==> src/logic/psdbg_pkg.sv <==
`default_nettype none
package psdbg_pkg;

    // ------------------------------------------------------------------
    // Register offsets in the processor status space
    // ------------------------------------------------------------------
    localparam logic [7:0] OFF_OSC_CTRL      = 8'h06;
    localparam logic [7:0] OFF_CORE_CELL     = 8'h07;
    localparam logic [7:0] OFF_CORE_WIRE     = 8'h08;
    localparam logic [7:0] OFF_PERIPH_CELL   = 8'h09;
    localparam logic [7:0] OFF_PERIPH_WIRE   = 8'h0a;
    localparam logic [7:0] OFF_RAM_SIZE      = 8'h0c;
    localparam logic [7:0] OFF_SAVED_STATUS  = 8'h10;
    localparam logic [7:0] OFF_SAVED_PC      = 8'h11;
    localparam logic [7:0] OFF_SAVED_STACK   = 8'h12;
    localparam logic [7:0] OFF_FETCH_THREAD  = 8'h13;
    localparam logic [7:0] OFF_FETCH_REG     = 8'h14;
    localparam logic [7:0] OFF_IRQ_CAUSE     = 8'h15;
    localparam logic [7:0] OFF_IRQ_PAYLOAD   = 8'h16;
    localparam logic [7:0] OFF_STOP_MASK     = 8'h18;
    localparam logic [7:0] OFF_SCRATCH       = 8'h20;
    localparam logic [7:0] OFF_BREAK_ADDR    = 8'h30;
    localparam logic [7:0] OFF_BREAK_CTRL    = 8'h40;

    localparam int N_SCRATCH   = 8;
    localparam int N_BREAK     = 4;
    localparam int N_THREAD    = 8;
    localparam int OSC_COUNT_W = 16;
    localparam int STATUS_W    = 11;

    // ------------------------------------------------------------------
    // Field positions and reset values
    // ------------------------------------------------------------------
    localparam int OSC_CORE_BIT     = 1;
    localparam int OSC_PERIPH_BIT   = 0;
    localparam int CAUSE_LSB        = 0;
    localparam int CAUSE_THREAD_LSB = 8;
    localparam int CAUSE_INDEX_LSB  = 16;
    localparam int BCTRL_EN_BIT     = 0;
    localparam int BCTRL_NE_BIT     = 1;
    localparam int BCTRL_THREAD_LSB = 16;
    localparam int RAM_SIZE_LSB     = 2;
    // Bits 10,9,7,6 and 4..0 are debug-writable; bit 8 is read-only, bit 5 reserved.
    localparam logic [STATUS_W-1:0] STATUS_WR_MASK = 11'h6df;
    localparam logic [31:0]         RAM_BYTES_DEFAULT = 32'h0004_0000;

    localparam logic [2:0] CAUSE_NONE   = 3'h0;
    localparam logic [2:0] CAUSE_HOST   = 3'h1;
    localparam logic [2:0] CAUSE_DEBUG_CALL_INSTR  = 3'h2;
    localparam logic [2:0] CAUSE_IBREAK = 3'h3;
    localparam logic [2:0] CAUSE_DWATCH = 3'h4;
    localparam logic [2:0] CAUSE_RWATCH = 3'h5;

    // ------------------------------------------------------------------
    // Carriers
    // ------------------------------------------------------------------
    typedef struct packed {
        logic        wr;
        logic        rd;
        logic [7:0]  addr;
        logic [31:0] wdata;
    } ps_req_t;

    typedef struct packed {
        logic        valid;
        logic [31:0] data;
    } ps_rsp_t;

    typedef struct packed {
        logic        wr;
        logic        rd;
        logic [2:0]  idx;
        logic [31:0] wdata;
    } cfg_req_t;

    typedef struct packed {
        logic        valid;
        logic [2:0]  cause;
        logic [7:0]  thread;
        logic [1:0]  index;
        logic [31:0] data;
    } dbg_event_t;

    typedef struct packed {
        logic                valid;
        logic [STATUS_W-1:0] status;
        logic [31:0]         pc;
        logic [31:0]         sp;
    } dbg_entry_t;

    typedef struct packed {
        logic        valid;
        logic [2:0]  thread;
        logic [31:0] pc;
    } pc_trace_t;

    typedef struct packed {
        logic [7:0] thread;
        logic [4:0] regnum;
    } fetch_sel_t;

    typedef struct packed {
        logic [N_THREAD-1:0] thread_en;
        logic                not_equal;
        logic                enable;
    } break_ctrl_t;

    typedef struct packed {
        logic [2:0]             sync;
        logic                   level;
        logic [OSC_COUNT_W-1:0] count;
    } osc_state_t;

endpackage
`default_nettype wire

==> src/logic/ring_osc_counter.sv <==
`timescale 1ns/100ps
`default_nettype none
module ring_osc_counter (
    input  wire logic                             clk,
    input  wire logic                             rst,
    input  wire logic                             osc_in,
    output logic [psdbg_pkg::OSC_COUNT_W-1:0]     count
);
    import psdbg_pkg::*;

    // The count has no reset; it starts from zero at power-up only.
    osc_state_t state_reg = '0;
    osc_state_t state_next;

    // ------------------------------------------------------------------
    // Edge counting of the free-running oscillator
    // ------------------------------------------------------------------
    always_comb begin
        state_next = state_reg;
        state_next.sync = {state_reg.sync[1:0], osc_in};
        if (state_reg.sync[1] == state_reg.sync[2] && state_reg.sync[2] != state_reg.level) begin
            state_next.level = state_reg.sync[2];
            if (state_reg.sync[2]) begin
                state_next.count = state_reg.count + 1'b1;
            end
        end
        if (rst) begin
            // Level follows the pin in reset, so release shows no false edge.
            state_next.level = state_reg.sync[2];
            state_next.count = state_reg.count;
        end
    end

    always_ff @(posedge clk) begin
        state_reg <= state_next;
    end

    assign count = state_reg.count;

endmodule
`default_nettype wire

==> src/logic/processor_status_debug_regs.sv <==
// Summary of operation
// - Control bits start core and peripheral oscillators
// - Oscillators free-run; clk samples them and counts their rising edges
// - Four read-only 16-bit counts at 0x07-0x0A
// - Oscillator counts survive system reset
// - RAM size readable at 0x0C bits 31:2
// - Saved status captured on debugger entry
// - Status bits 0-4: events, interrupts, sequence, handler, kernel
// - Status bits 6-10: paused, fast, issue modes, ASID
// - Saved PC and stack captured on entry
// - Fetch thread 7:0 and register 4:0 select
// - Debug cause code recorded in bits 2:0
// - Lowest firing breakpoint index in bits 17:16
// - Causing thread number in bits 15:8
// - Watchpoint address or resource id in payload
// - Stop mask holds threads after debug return
// - Eight scratch words shared with configuration space
// - Four breakpoint addresses raise debug interrupt
// - Breakpoint enable, inequality and per-thread bits
`timescale 1ns/100ps
`default_nettype none
module processor_status_debug_regs #(
    parameter logic [31:0] RAM_BYTES = psdbg_pkg::RAM_BYTES_DEFAULT
) (
    input  wire logic                    clk,
    input  wire logic                    rst,
    input  wire psdbg_pkg::ps_req_t      ps_req,
    output psdbg_pkg::ps_rsp_t           ps_rsp,
    input  wire psdbg_pkg::cfg_req_t     cfg_req,
    output psdbg_pkg::ps_rsp_t           cfg_rsp,
    input  wire logic                    in_debug,
    input  wire psdbg_pkg::dbg_entry_t   dbg_entry,
    input  wire psdbg_pkg::dbg_event_t   dbg_event,
    input  wire psdbg_pkg::pc_trace_t    pc_trace,
    input  wire logic [3:0]              osc_in,
    output logic [1:0]                   osc_run,
    output logic                         dbg_irq,
    output psdbg_pkg::fetch_sel_t        fetch_sel,
    output logic [7:0]                   thread_stop_mask
);
    import psdbg_pkg::*;

    // ------------------------------------------------------------------
    // State
    // ------------------------------------------------------------------
    typedef struct packed {
        logic [1:0]                      osc_ctrl;
        logic [STATUS_W-1:0]             status;
        logic [31:0]                     saved_program_counter;
        logic [31:0]                     saved_stack_pointer;
        logic [7:0]                      fetch_thread;
        logic [4:0]                      fetch_reg;
        logic [2:0]                      cause;
        logic [7:0]                      cause_thread;
        logic [1:0]                      cause_index;
        logic [31:0]                     payload;
        logic [7:0]                      stop_mask;
        logic [N_SCRATCH-1:0][31:0]      scratch;
        logic [N_BREAK-1:0][31:0]        break_addr;
        logic [N_BREAK-1:0]              break_en;
        logic [N_BREAK-1:0]              break_ne;
        logic [N_BREAK-1:0][N_THREAD-1:0] break_thread;
        logic                            pending;
        ps_rsp_t                         rsp;
        ps_rsp_t                         cfg_rsp;
    } regs_state_t;

    regs_state_t state_reg;
    regs_state_t state_next;

    logic [3:0][OSC_COUNT_W-1:0] osc_count;

    // ------------------------------------------------------------------
    // Oscillator counters
    // ------------------------------------------------------------------
    // Index 0 core cell, 1 core wire, 2 peripheral cell, 3 peripheral wire.
    for (genvar i = 0; i < 4; i++) begin : g_osc
        ring_osc_counter u_cnt (
            .clk    (clk),
            .rst    (rst),
            .osc_in (osc_in[i]),
            .count  (osc_count[i])
        );
    end

    // ------------------------------------------------------------------
    // Helper functions
    // ------------------------------------------------------------------
    function automatic logic break_fires(
        input logic [31:0]         addr,
        input logic                en,
        input logic                ne,
        input logic [N_THREAD-1:0] thr_en,
        input pc_trace_t           tr
    );
        logic equal;
        equal = (tr.pc == addr);
        break_fires = en && thr_en[tr.thread] && (equal ^ ne);
    endfunction

    function automatic logic [31:0] zext16(input logic [OSC_COUNT_W-1:0] v);
        zext16 = {{(32 - OSC_COUNT_W){1'b0}}, v};
    endfunction

    function automatic logic [31:0] read_word(input regs_state_t s,
                                              input logic [7:0] a,
                                              input logic [3:0][OSC_COUNT_W-1:0] cnt);
        logic [31:0] w;
        w = 32'h0000_0000;
        if (a[7:3] == OFF_SCRATCH[7:3]) begin
            w = s.scratch[a[2:0]];
        end else if (a[7:2] == OFF_BREAK_ADDR[7:2]) begin
            w = s.break_addr[a[1:0]];
        end else if (a[7:2] == OFF_BREAK_CTRL[7:2]) begin
            w[BCTRL_EN_BIT] = s.break_en[a[1:0]];
            w[BCTRL_NE_BIT] = s.break_ne[a[1:0]];
            w[BCTRL_THREAD_LSB +: N_THREAD] = s.break_thread[a[1:0]];
        end else begin
            unique case (a)
                OFF_OSC_CTRL:     w[1:0] = s.osc_ctrl;
                OFF_CORE_CELL:    w = zext16(cnt[0]);
                OFF_CORE_WIRE:    w = zext16(cnt[1]);
                OFF_PERIPH_CELL:  w = zext16(cnt[2]);
                OFF_PERIPH_WIRE:  w = zext16(cnt[3]);
                OFF_RAM_SIZE:     w = {RAM_BYTES[31:RAM_SIZE_LSB], 2'b00};
                OFF_SAVED_STATUS: w[STATUS_W-1:0] = s.status;
                OFF_SAVED_PC:     w = s.saved_program_counter;
                OFF_SAVED_STACK:  w = s.saved_stack_pointer;
                OFF_FETCH_THREAD: w[7:0] = s.fetch_thread;
                OFF_FETCH_REG:    w[4:0] = s.fetch_reg;
                OFF_IRQ_CAUSE: begin
                    w[CAUSE_LSB +: 3]        = s.cause;
                    w[CAUSE_THREAD_LSB +: 8] = s.cause_thread;
                    w[CAUSE_INDEX_LSB +: 2]  = s.cause_index;
                end
                OFF_IRQ_PAYLOAD:  w = s.payload;
                OFF_STOP_MASK:    w[7:0] = s.stop_mask;
                default:          w = 32'h0000_0000;
            endcase
        end
        read_word = w;
    endfunction

    // ------------------------------------------------------------------
    // Next-state logic
    // ------------------------------------------------------------------
    always_comb begin
        logic [N_BREAK-1:0] fired;
        logic [1:0]         first;
        logic               dbg_wr;
        logic               bp_hit;
        logic [7:0]         a;
        logic [31:0]        d;

        state_next = state_reg;
        fired      = '0;
        first      = 2'b00;
        bp_hit     = 1'b0;
        a          = ps_req.addr;
        d          = ps_req.wdata;
        // Debug-only fields ignore writes made outside debug mode.
        dbg_wr     = ps_req.wr && in_debug;

        // Instruction breakpoints; lowest index wins on a tie.
        for (int i = N_BREAK - 1; i >= 0; i--) begin
            fired[i] = pc_trace.valid
                       && break_fires(state_reg.break_addr[i], state_reg.break_en[i],
                                      state_reg.break_ne[i], state_reg.break_thread[i],
                                      pc_trace);
            if (fired[i]) begin
                first = 2'(i);
            end
        end
        bp_hit = |fired;

        // Reads answer one cycle after the request with a one-cycle valid.
        state_next.rsp.valid = ps_req.rd;
        state_next.rsp.data  = ps_req.rd ? read_word(state_reg, a, osc_count) : 32'h0000_0000;
        state_next.cfg_rsp.valid = cfg_req.rd;
        state_next.cfg_rsp.data  = cfg_req.rd ? state_reg.scratch[cfg_req.idx] : 32'h0000_0000;

        // Debugger side of the shared scratch words; a core write in the same
        // cycle is applied after this and so takes priority.
        if (cfg_req.wr) begin
            state_next.scratch[cfg_req.idx] = cfg_req.wdata;
        end

        // Oscillator enables are plain read-write, usable outside debug.
        if (ps_req.wr && a == OFF_OSC_CTRL) begin
            state_next.osc_ctrl[OSC_CORE_BIT]   = d[OSC_CORE_BIT];
            state_next.osc_ctrl[OSC_PERIPH_BIT] = d[OSC_PERIPH_BIT];
        end

        if (dbg_wr) begin
            if (a[7:3] == OFF_SCRATCH[7:3]) begin
                state_next.scratch[a[2:0]] = d;
            end else if (a[7:2] == OFF_BREAK_ADDR[7:2]) begin
                state_next.break_addr[a[1:0]] = d;
            end else if (a[7:2] == OFF_BREAK_CTRL[7:2]) begin
                state_next.break_en[a[1:0]]     = d[BCTRL_EN_BIT];
                state_next.break_ne[a[1:0]]     = d[BCTRL_NE_BIT];
                state_next.break_thread[a[1:0]] = d[BCTRL_THREAD_LSB +: N_THREAD];
            end else begin
                unique case (a)
                    OFF_SAVED_STATUS: begin
                        state_next.status = (state_reg.status & ~STATUS_WR_MASK)
                                            | (d[STATUS_W-1:0] & STATUS_WR_MASK);
                    end
                    OFF_SAVED_PC:     state_next.saved_program_counter = d;
                    OFF_SAVED_STACK:  state_next.saved_stack_pointer = d;
                    OFF_FETCH_THREAD: state_next.fetch_thread = d[7:0];
                    OFF_FETCH_REG:    state_next.fetch_reg = d[4:0];
                    OFF_IRQ_CAUSE: begin
                        state_next.cause        = d[CAUSE_LSB +: 3];
                        state_next.cause_thread = d[CAUSE_THREAD_LSB +: 8];
                        state_next.cause_index  = d[CAUSE_INDEX_LSB +: 2];
                    end
                    OFF_IRQ_PAYLOAD:  state_next.payload = d;
                    OFF_STOP_MASK:    state_next.stop_mask = d[7:0];
                    default: begin
                    end
                endcase
            end
        end

        // Debug interrupt recording. Only one cause is held, so new events are
        // ignored while one is pending or the core is already in debug mode.
        if (!state_reg.pending && !in_debug) begin
            if (dbg_event.valid) begin
                state_next.pending      = 1'b1;
                state_next.cause        = dbg_event.cause;
                state_next.cause_thread = 8'h00;
                state_next.cause_index  = 2'b00;
                if (dbg_event.cause != CAUSE_HOST) begin
                    state_next.cause_thread = dbg_event.thread;
                end
                if (dbg_event.cause > CAUSE_DEBUG_CALL_INSTR) begin
                    state_next.cause_index = dbg_event.index;
                end
                if (dbg_event.cause == CAUSE_DWATCH || dbg_event.cause == CAUSE_RWATCH) begin
                    state_next.payload     = dbg_event.data;
                end
            end else if (bp_hit) begin
                state_next.pending      = 1'b1;
                state_next.cause        = CAUSE_IBREAK;
                state_next.cause_thread = {5'b00000, pc_trace.thread};
                state_next.cause_index  = first;
            end
        end

        // Entry into the debugger snapshots the thread context.
        // An event taken in the same cycle keeps the flag set.
        if (dbg_entry.valid) begin
            state_next.pending = !state_reg.pending && state_next.pending;
            state_next.status  = dbg_entry.status & ~(STATUS_W'(1) << 5);
            state_next.saved_program_counter     = dbg_entry.pc;
            state_next.saved_stack_pointer     = dbg_entry.sp;
        end

        if (rst) begin
            state_next = '0;
        end
    end

    always_ff @(posedge clk) begin
        state_reg <= state_next;
    end

    // ------------------------------------------------------------------
    // Outputs
    // ------------------------------------------------------------------
    assign ps_rsp           = state_reg.rsp;
    assign cfg_rsp          = state_reg.cfg_rsp;
    assign osc_run          = state_reg.osc_ctrl;
    assign dbg_irq          = state_reg.pending;
    assign fetch_sel        = '{thread: state_reg.fetch_thread, regnum: state_reg.fetch_reg};
    assign thread_stop_mask = state_reg.stop_mask;

endmodule
`default_nettype wire

==> config.mk <==
export PLATFORM = sky130hd
export DESIGN_NAME = processor_status_debug_regs
export DESIGN_NICKNAME = d
export VERILOG_FILES = /design/src/logic/psdbg_pkg.sv /design/src/logic/ring_osc_counter.sv /design/src/logic/processor_status_debug_regs.sv
export SDC_FILE = /design/constraint.sdc
export NUM_CORES = 2
export LEC_CHECK = 0
export BUFFER_PORTS_ARGS = -buffer_cell sky130_fd_sc_hd__buf_2
export CAP_MARGIN = 5
export CORE_MARGIN = 2
export CORE_UTILIZATION = 55
export DETAILED_ROUTE_END_ITERATION = 7
export PLACE_DENSITY_LB_ADDON = 0.15
export SETUP_SLACK_MARGIN = 0.5
export SLEW_MARGIN = 40
export SYNTH_ARGS = -nofsm -noshare
export SYNTH_HDL_FRONTEND = slang
export SYNTH_SLANG_ARGS = --single-unit
==> constraint.sdc <==
create_clock -name clk -period 3 [get_ports clk]
set_input_delay 0.6 -clock clk [delete_from_list [all_inputs] [get_ports clk]]
set_output_delay 0.6 -clock clk [all_outputs]
set_load 0.005 [all_outputs]
== Word level (Yosys, flattened, before mapping) ==
Cells that the tools add are included.
Storage, ports and cells
  input port bits: 244
  output and inout port bits: 90
  flip-flop bits (word level): 714
Cells by class
  reductions and logical operators: 51
  $add $sub $neg: 4
  eq/ne operators: 35
  bitwise logic cells: 11
  mux-type cells: 95
  magnitude comparators: 8
Operator list (number)
  two-way mux 565 bit: 1
  bitwise mux 256 bit: 2
  two-way mux 256 bit: 2
  two-way mux 141 bit: 3
  two-way mux 32 bit: 13
  binary-select mux 32 bit (select 3 bit): 2
  demux 32 bit (select 3 bit): 2
  two-way mux 168 bit: 1
  two-way mux 17 bit: 8
  bitwise mux 128 bit: 1
  equality test 32 bit: 4
  two-way mux 128 bit: 1
  two-way mux 40 bit: 2
  two-way mux 75 bit: 1
  adder 16 x 1 -> 16 bit (second input constant): 4
  binary-select mux 32 bit (select 2 bit): 1
  demux 32 bit (select 2 bit): 1
  equality test 8 x 5 -> 1 bit (second input constant): 8
  two-way mux 16 bit: 4
  two-way mux 8 bit: 7
  case mux 14 bit (4 select lines): 1
  case mux 7 bit (8 select lines): 1
  two-way mux 45 bit: 1
  two-way mux 13 bit: 3
  44 further kinds: 130

== Longest topological paths before layout ==
  depth in word-level cells: 12
  depth in mapped cells: 12

== Hierarchy ==
Synthesis repeated with hierarchy kept, for this count alone.
Second synthesis, totals
  cells, all modules: 4005
  area total of the unflattened synthesis: 38185.4 µm²
By module, submodules not included
  processor_status_debug_regs: area each 34063.9 µm², times used 1, cells an instance 3678
  ring_osc_counter at g_osc[0].u_cnt ...: area each 1039.7 µm², times used 3, cells an instance 82
  ring_osc_counter at g_osc[3].u_cnt: area each 1002.2 µm², times used 1, cells an instance 81

== Least setup slack after synthesis ==
OpenSTA, ideal clock, no wires.
  kind: input port to flip-flop
  start point: input rst
  end point: register g_osc[0].u_cnt.state_reg (netlist bit g_osc[0].u_cnt.count[0]), enable pin
  path buffers: 3
  stages: 4
  arrival time: 2371 ps
  required time: 2591 ps
  path slack: 220 ps
  path through: clkbuf_1 -> clkbuf_1 -> clkbuf_1 -> nor3_1
On the way
  cells in the longest elaborated chain, start to end: 2
RTL lines
  start, declared: RTL line processor_status_debug_regs.sv:26  | input wire logic rst,
  inverter 1 bit (no line)
  AND reduction 3 bit (no line)
  end signal, assigned: RTL line ring_osc_counter.sv:35  | state_reg <= state_next;
  end, declared: RTL line ring_osc_counter.sv:12  | osc_state_t state_reg = '0;
No other way between the ends.
A chain may end at the register's enable or synchronous reset.

== Worst setup path after layout ==
  start point: register state_reg[150] (netlist name)
  end point: register state_reg[540] (netlist name)
On the way
  cells in the longest elaborated chain, start to end: 8
RTL lines
  start, declared: RTL line processor_status_debug_regs.sv:68  | regs_state_t state_reg;
  start signal, assigned: RTL line processor_status_debug_regs.sv:266  | state_reg <= state_next;
  equality test 32 bit: RTL line processor_status_debug_regs.sv:97  | equal = (tr.pc == addr);
  bitwise XOR 1 bit: RTL line processor_status_debug_regs.sv:98  | break_fires = en && thr_en[tr.thread] && (equal ^ ne);
  logical AND 1 bit: RTL line processor_status_debug_regs.sv:98
  logical AND 1 bit: RTL line processor_status_debug_regs.sv:167  | && break_fires(state_reg.break_addr[i], state_reg.break_en[i],
  OR reduction 4 bit: RTL line processor_status_debug_regs.sv:174  | bp_hit = |fired;
  two-way mux 13 bit: RTL line processor_status_debug_regs.sv:243  | end else if (bp_hit) begin
  two-way mux 13 bit: RTL line processor_status_debug_regs.sv:229  | if (dbg_event.valid) begin
  two-way mux 45 bit: RTL line processor_status_debug_regs.sv:228  | if (!state_reg.pending && !in_debug) begin
No other way between the ends.

==> impl_metrics.ini <==
[drt]
drc = 0
vias = 32100
firstDrtPassIters = 8
drt-total-wl_um = 133000
vias_per_cell = 6.50
antenna_left = 0
wire_per_inst_um = 27.0
drtIter0Drc = 4482

[layout]
layout.nets = 4242
area_delta_synth_final_pct = 13.9
largest_reg_flops = 543
final_layout_size_suffix_gt1_frac = 0.213
multi_input_area_mm2 = 0.0204
regArea_mm2 = 0.0150
fill_cells = 5560
final_cell_area_mm2 = 0.0426

[grt]
grt_pass1_wl_um = 196000
grt_max_degree = 172
met2_usage = 0.559
grt_busiest_layer = met2
grt_pass1_vias = 30000
grt_util_all_layers = 0.370
grt_util_met3 = 0.0781
gr-usage-met1 = 0.509
antenna_found_initial = 23
grt.overflow.total = 0

[clock_tree]
insertion_delay_ns = 0.63
cts.sinks = 713
clockRootBuffer = clkbuf_16
htree_levels = 3
hold_buffers = 0
cts_buffer_depth = 3
cts_buffers = 79
cts_setup_buffers = 0
cts_tree = done
clkTransAtPathRegs_ns = 0.06

[floorplanning]
die_h_um = 265
fp.coreArea_mm2 = 0.0673
dieArea_mm2 = 0.0701
io_pins = 334
row_count = 95
die_width_um = 265
start_util = 0.556

[timing]
tns_ns = 0
relSlewSlack = 0.402
setup_viol = 0
slew_violations = 0
fmax_mhz = 405
hold_violations = 0
rsz0062_at_grt = yes
worstMarginPinSlew_ns = 0.896
period_share = 0.822
layout_min_cycle_time_ns = 2.47
clock_skew_ns = 0.0197

[synth]
syn_area_per_cell_um2 = 9.57
synth_ff_type = dfxtp_1
syn_nets = 4153
yosys_warnings = 0
seq_area_frac_synth = 0.400
synth_area_leaders = dfxtp_1 (35%), mux2i_1 (12%), mux4_2 (10%), a211oi_1 (6.2%), nor2_1 (5.6%)
syn_area_mm2 = 0.0374
synth.most_common_cell = dfxtp_1
syn_inst = 3905
async_flop_share = 0
synth_top_area_share = 0.345
synth_common_cells = dfxtp_1 (645), nor2_1 (559), mux2i_1 (458), nand2_1 (361), a211oi_1 (309)
synth_cell_types = 61
synth_edf_count = 68
synth_area_leader_cell = dfxtp_1
ys_ff_latch = 713

[placed_design]
buffer_ports.inserted = 332
hpwl_um = 88100
place_congestion = 0.940
place_area_mm2 = 0.0397

[power]
p_leak_uw = 0.0161
powerDensity_mw_per_mm2 = 522
irDropWorstVdd_mv = 0.336

[critical_path]
path_max_fanout = 10
end_kind = register
crit_type = reg2reg
required_ns = 3.52
arrival_ns = 2.99
cp-start-kind = register

[min_path]
hold_path.class = in2reg

[run_status]
outcome = finished, final reports clean

[run]
cap_violations = 0
## metrics by stage
stage	worst slack, ns	cells	total power, µW	hold WS [ns]	utilization
2_1_floorplan	0.220	3905	11200	0.310	-
3_3_place_gp	0.0403	4786	12000	0.311	0.590
3_5_place_dp	0.0109	4786	12000	0.319	0.591
4_1_cts	0.521	4933	22200	0.0511	0.632
5_1_grt	0.478	4936	22800	0.0641	0.633
6_report	0.533	4943	22200	0.0723	0.633
## logic make-up (layout without fill, tap and decap cells)
logic type | after synthesis | in the layout | synth area share
compound gates | 730 | 730 | 0.132
mux | 653 | 653 | 0.234
fa+ha+maj | 4 | 4 | 0.00134
simple gates | 1134 | 1134 | 0.128
flops | 713 | 713 | 0.400
xor+xnor | 188 | 188 | 0.0441
other cells | 0 | 10 | 0
buf+inv | 483 | 638 | 0.0606
## worst max-delay path, cell delays in order (launching register included)
cell	delay, ns
dfxtp_2	0.36
xor2_1	0.18
nor4_2	0.33
buf_4	0.17
nand4_1	0.20
nor2_2	0.23
xnor2_1	0.18
o221a_2	0.25
nand2_2	0.15
a221oi_1	0.31
## routing by layer
layer	routed length [µm]	up-vias
met3	14200	343
met4	6360	22
met1	53900	15600
met2	58600	1941
li1	-	14200
met5	148	-
## final cells by class
cell class / instances / share of cell area
clock buffer: 122 / 0.0576
timing repair buffer: 480 / 0.0785
antenna: 10 / 0.000588
multi-input combinational: 2709 / 0.478
inverter: 11 / 0.000970
sequential: 713 / 0.351
clock inverter: 25 / 0.00729
tap: 873 / 0.0257
## worst paths after layout
kind / from / to / slack [ns] / depth (start not counted)
worst max-delay path: state_reg[150] / state_reg[540] / 0.53 / 9
worst min-delay path: osc_in[1] / g_osc[1].u_cnt.state_next[18] / 0.07 / 1
worst max register to register: state_reg[150] / state_reg[540] / 0.53 / 9
worst min register to register: g_osc[0].u_cnt.state_next[18] / g_osc[0].u_cnt.state_next[19] / 0.33 / 0
## repair_timing
action | in CTS | in global routing
gates resized for setup | 5 | 7
setup endpoints to repair | 9 | 12
endpoints found under the hold margin | 0 | 0
pin swaps | 0 | 2
## placed cells by master, fill, tap and decap left out, types with 19 or more instances in the layout
master     synthesis  routed
nor2_1           559     549
xor2_1           108     108
a21oi_1          266     265
and3_1            21      20
mux2_2            21      21
a31oi_1           19      19
a222oi_1          28      28
mux4_2           174     174
nand3_1           70      68
buf_12             0      43
clkbuf_8           0      24
buf_2             19     326
nand4_1           24      24
a22oi_1           44      44
nor4_1            28      21
clkbuf_16          0      83
buf_4             90     108
a221oi_1          25      25
mux2i_1          458     458
edfxtp_1          68      68
nand2_1          361     353
a211oi_1         309     309
dfxtp_1          645     644
xnor2_1           80      80
## power by group
part / total [µW] / switching, µW / leakage [µW] / internal [µW]
Combinational: 1870 / 1170 / 0.00889 / 693
Clock: 10400 / 4130 / 0.00137 / 6230
Sequential: 9970 / 162 / 0.00585 / 9810
Total: 22200 / 5470 / 0.0161 / 16700
Note: power is estimated with default switching activity, not from simulation.
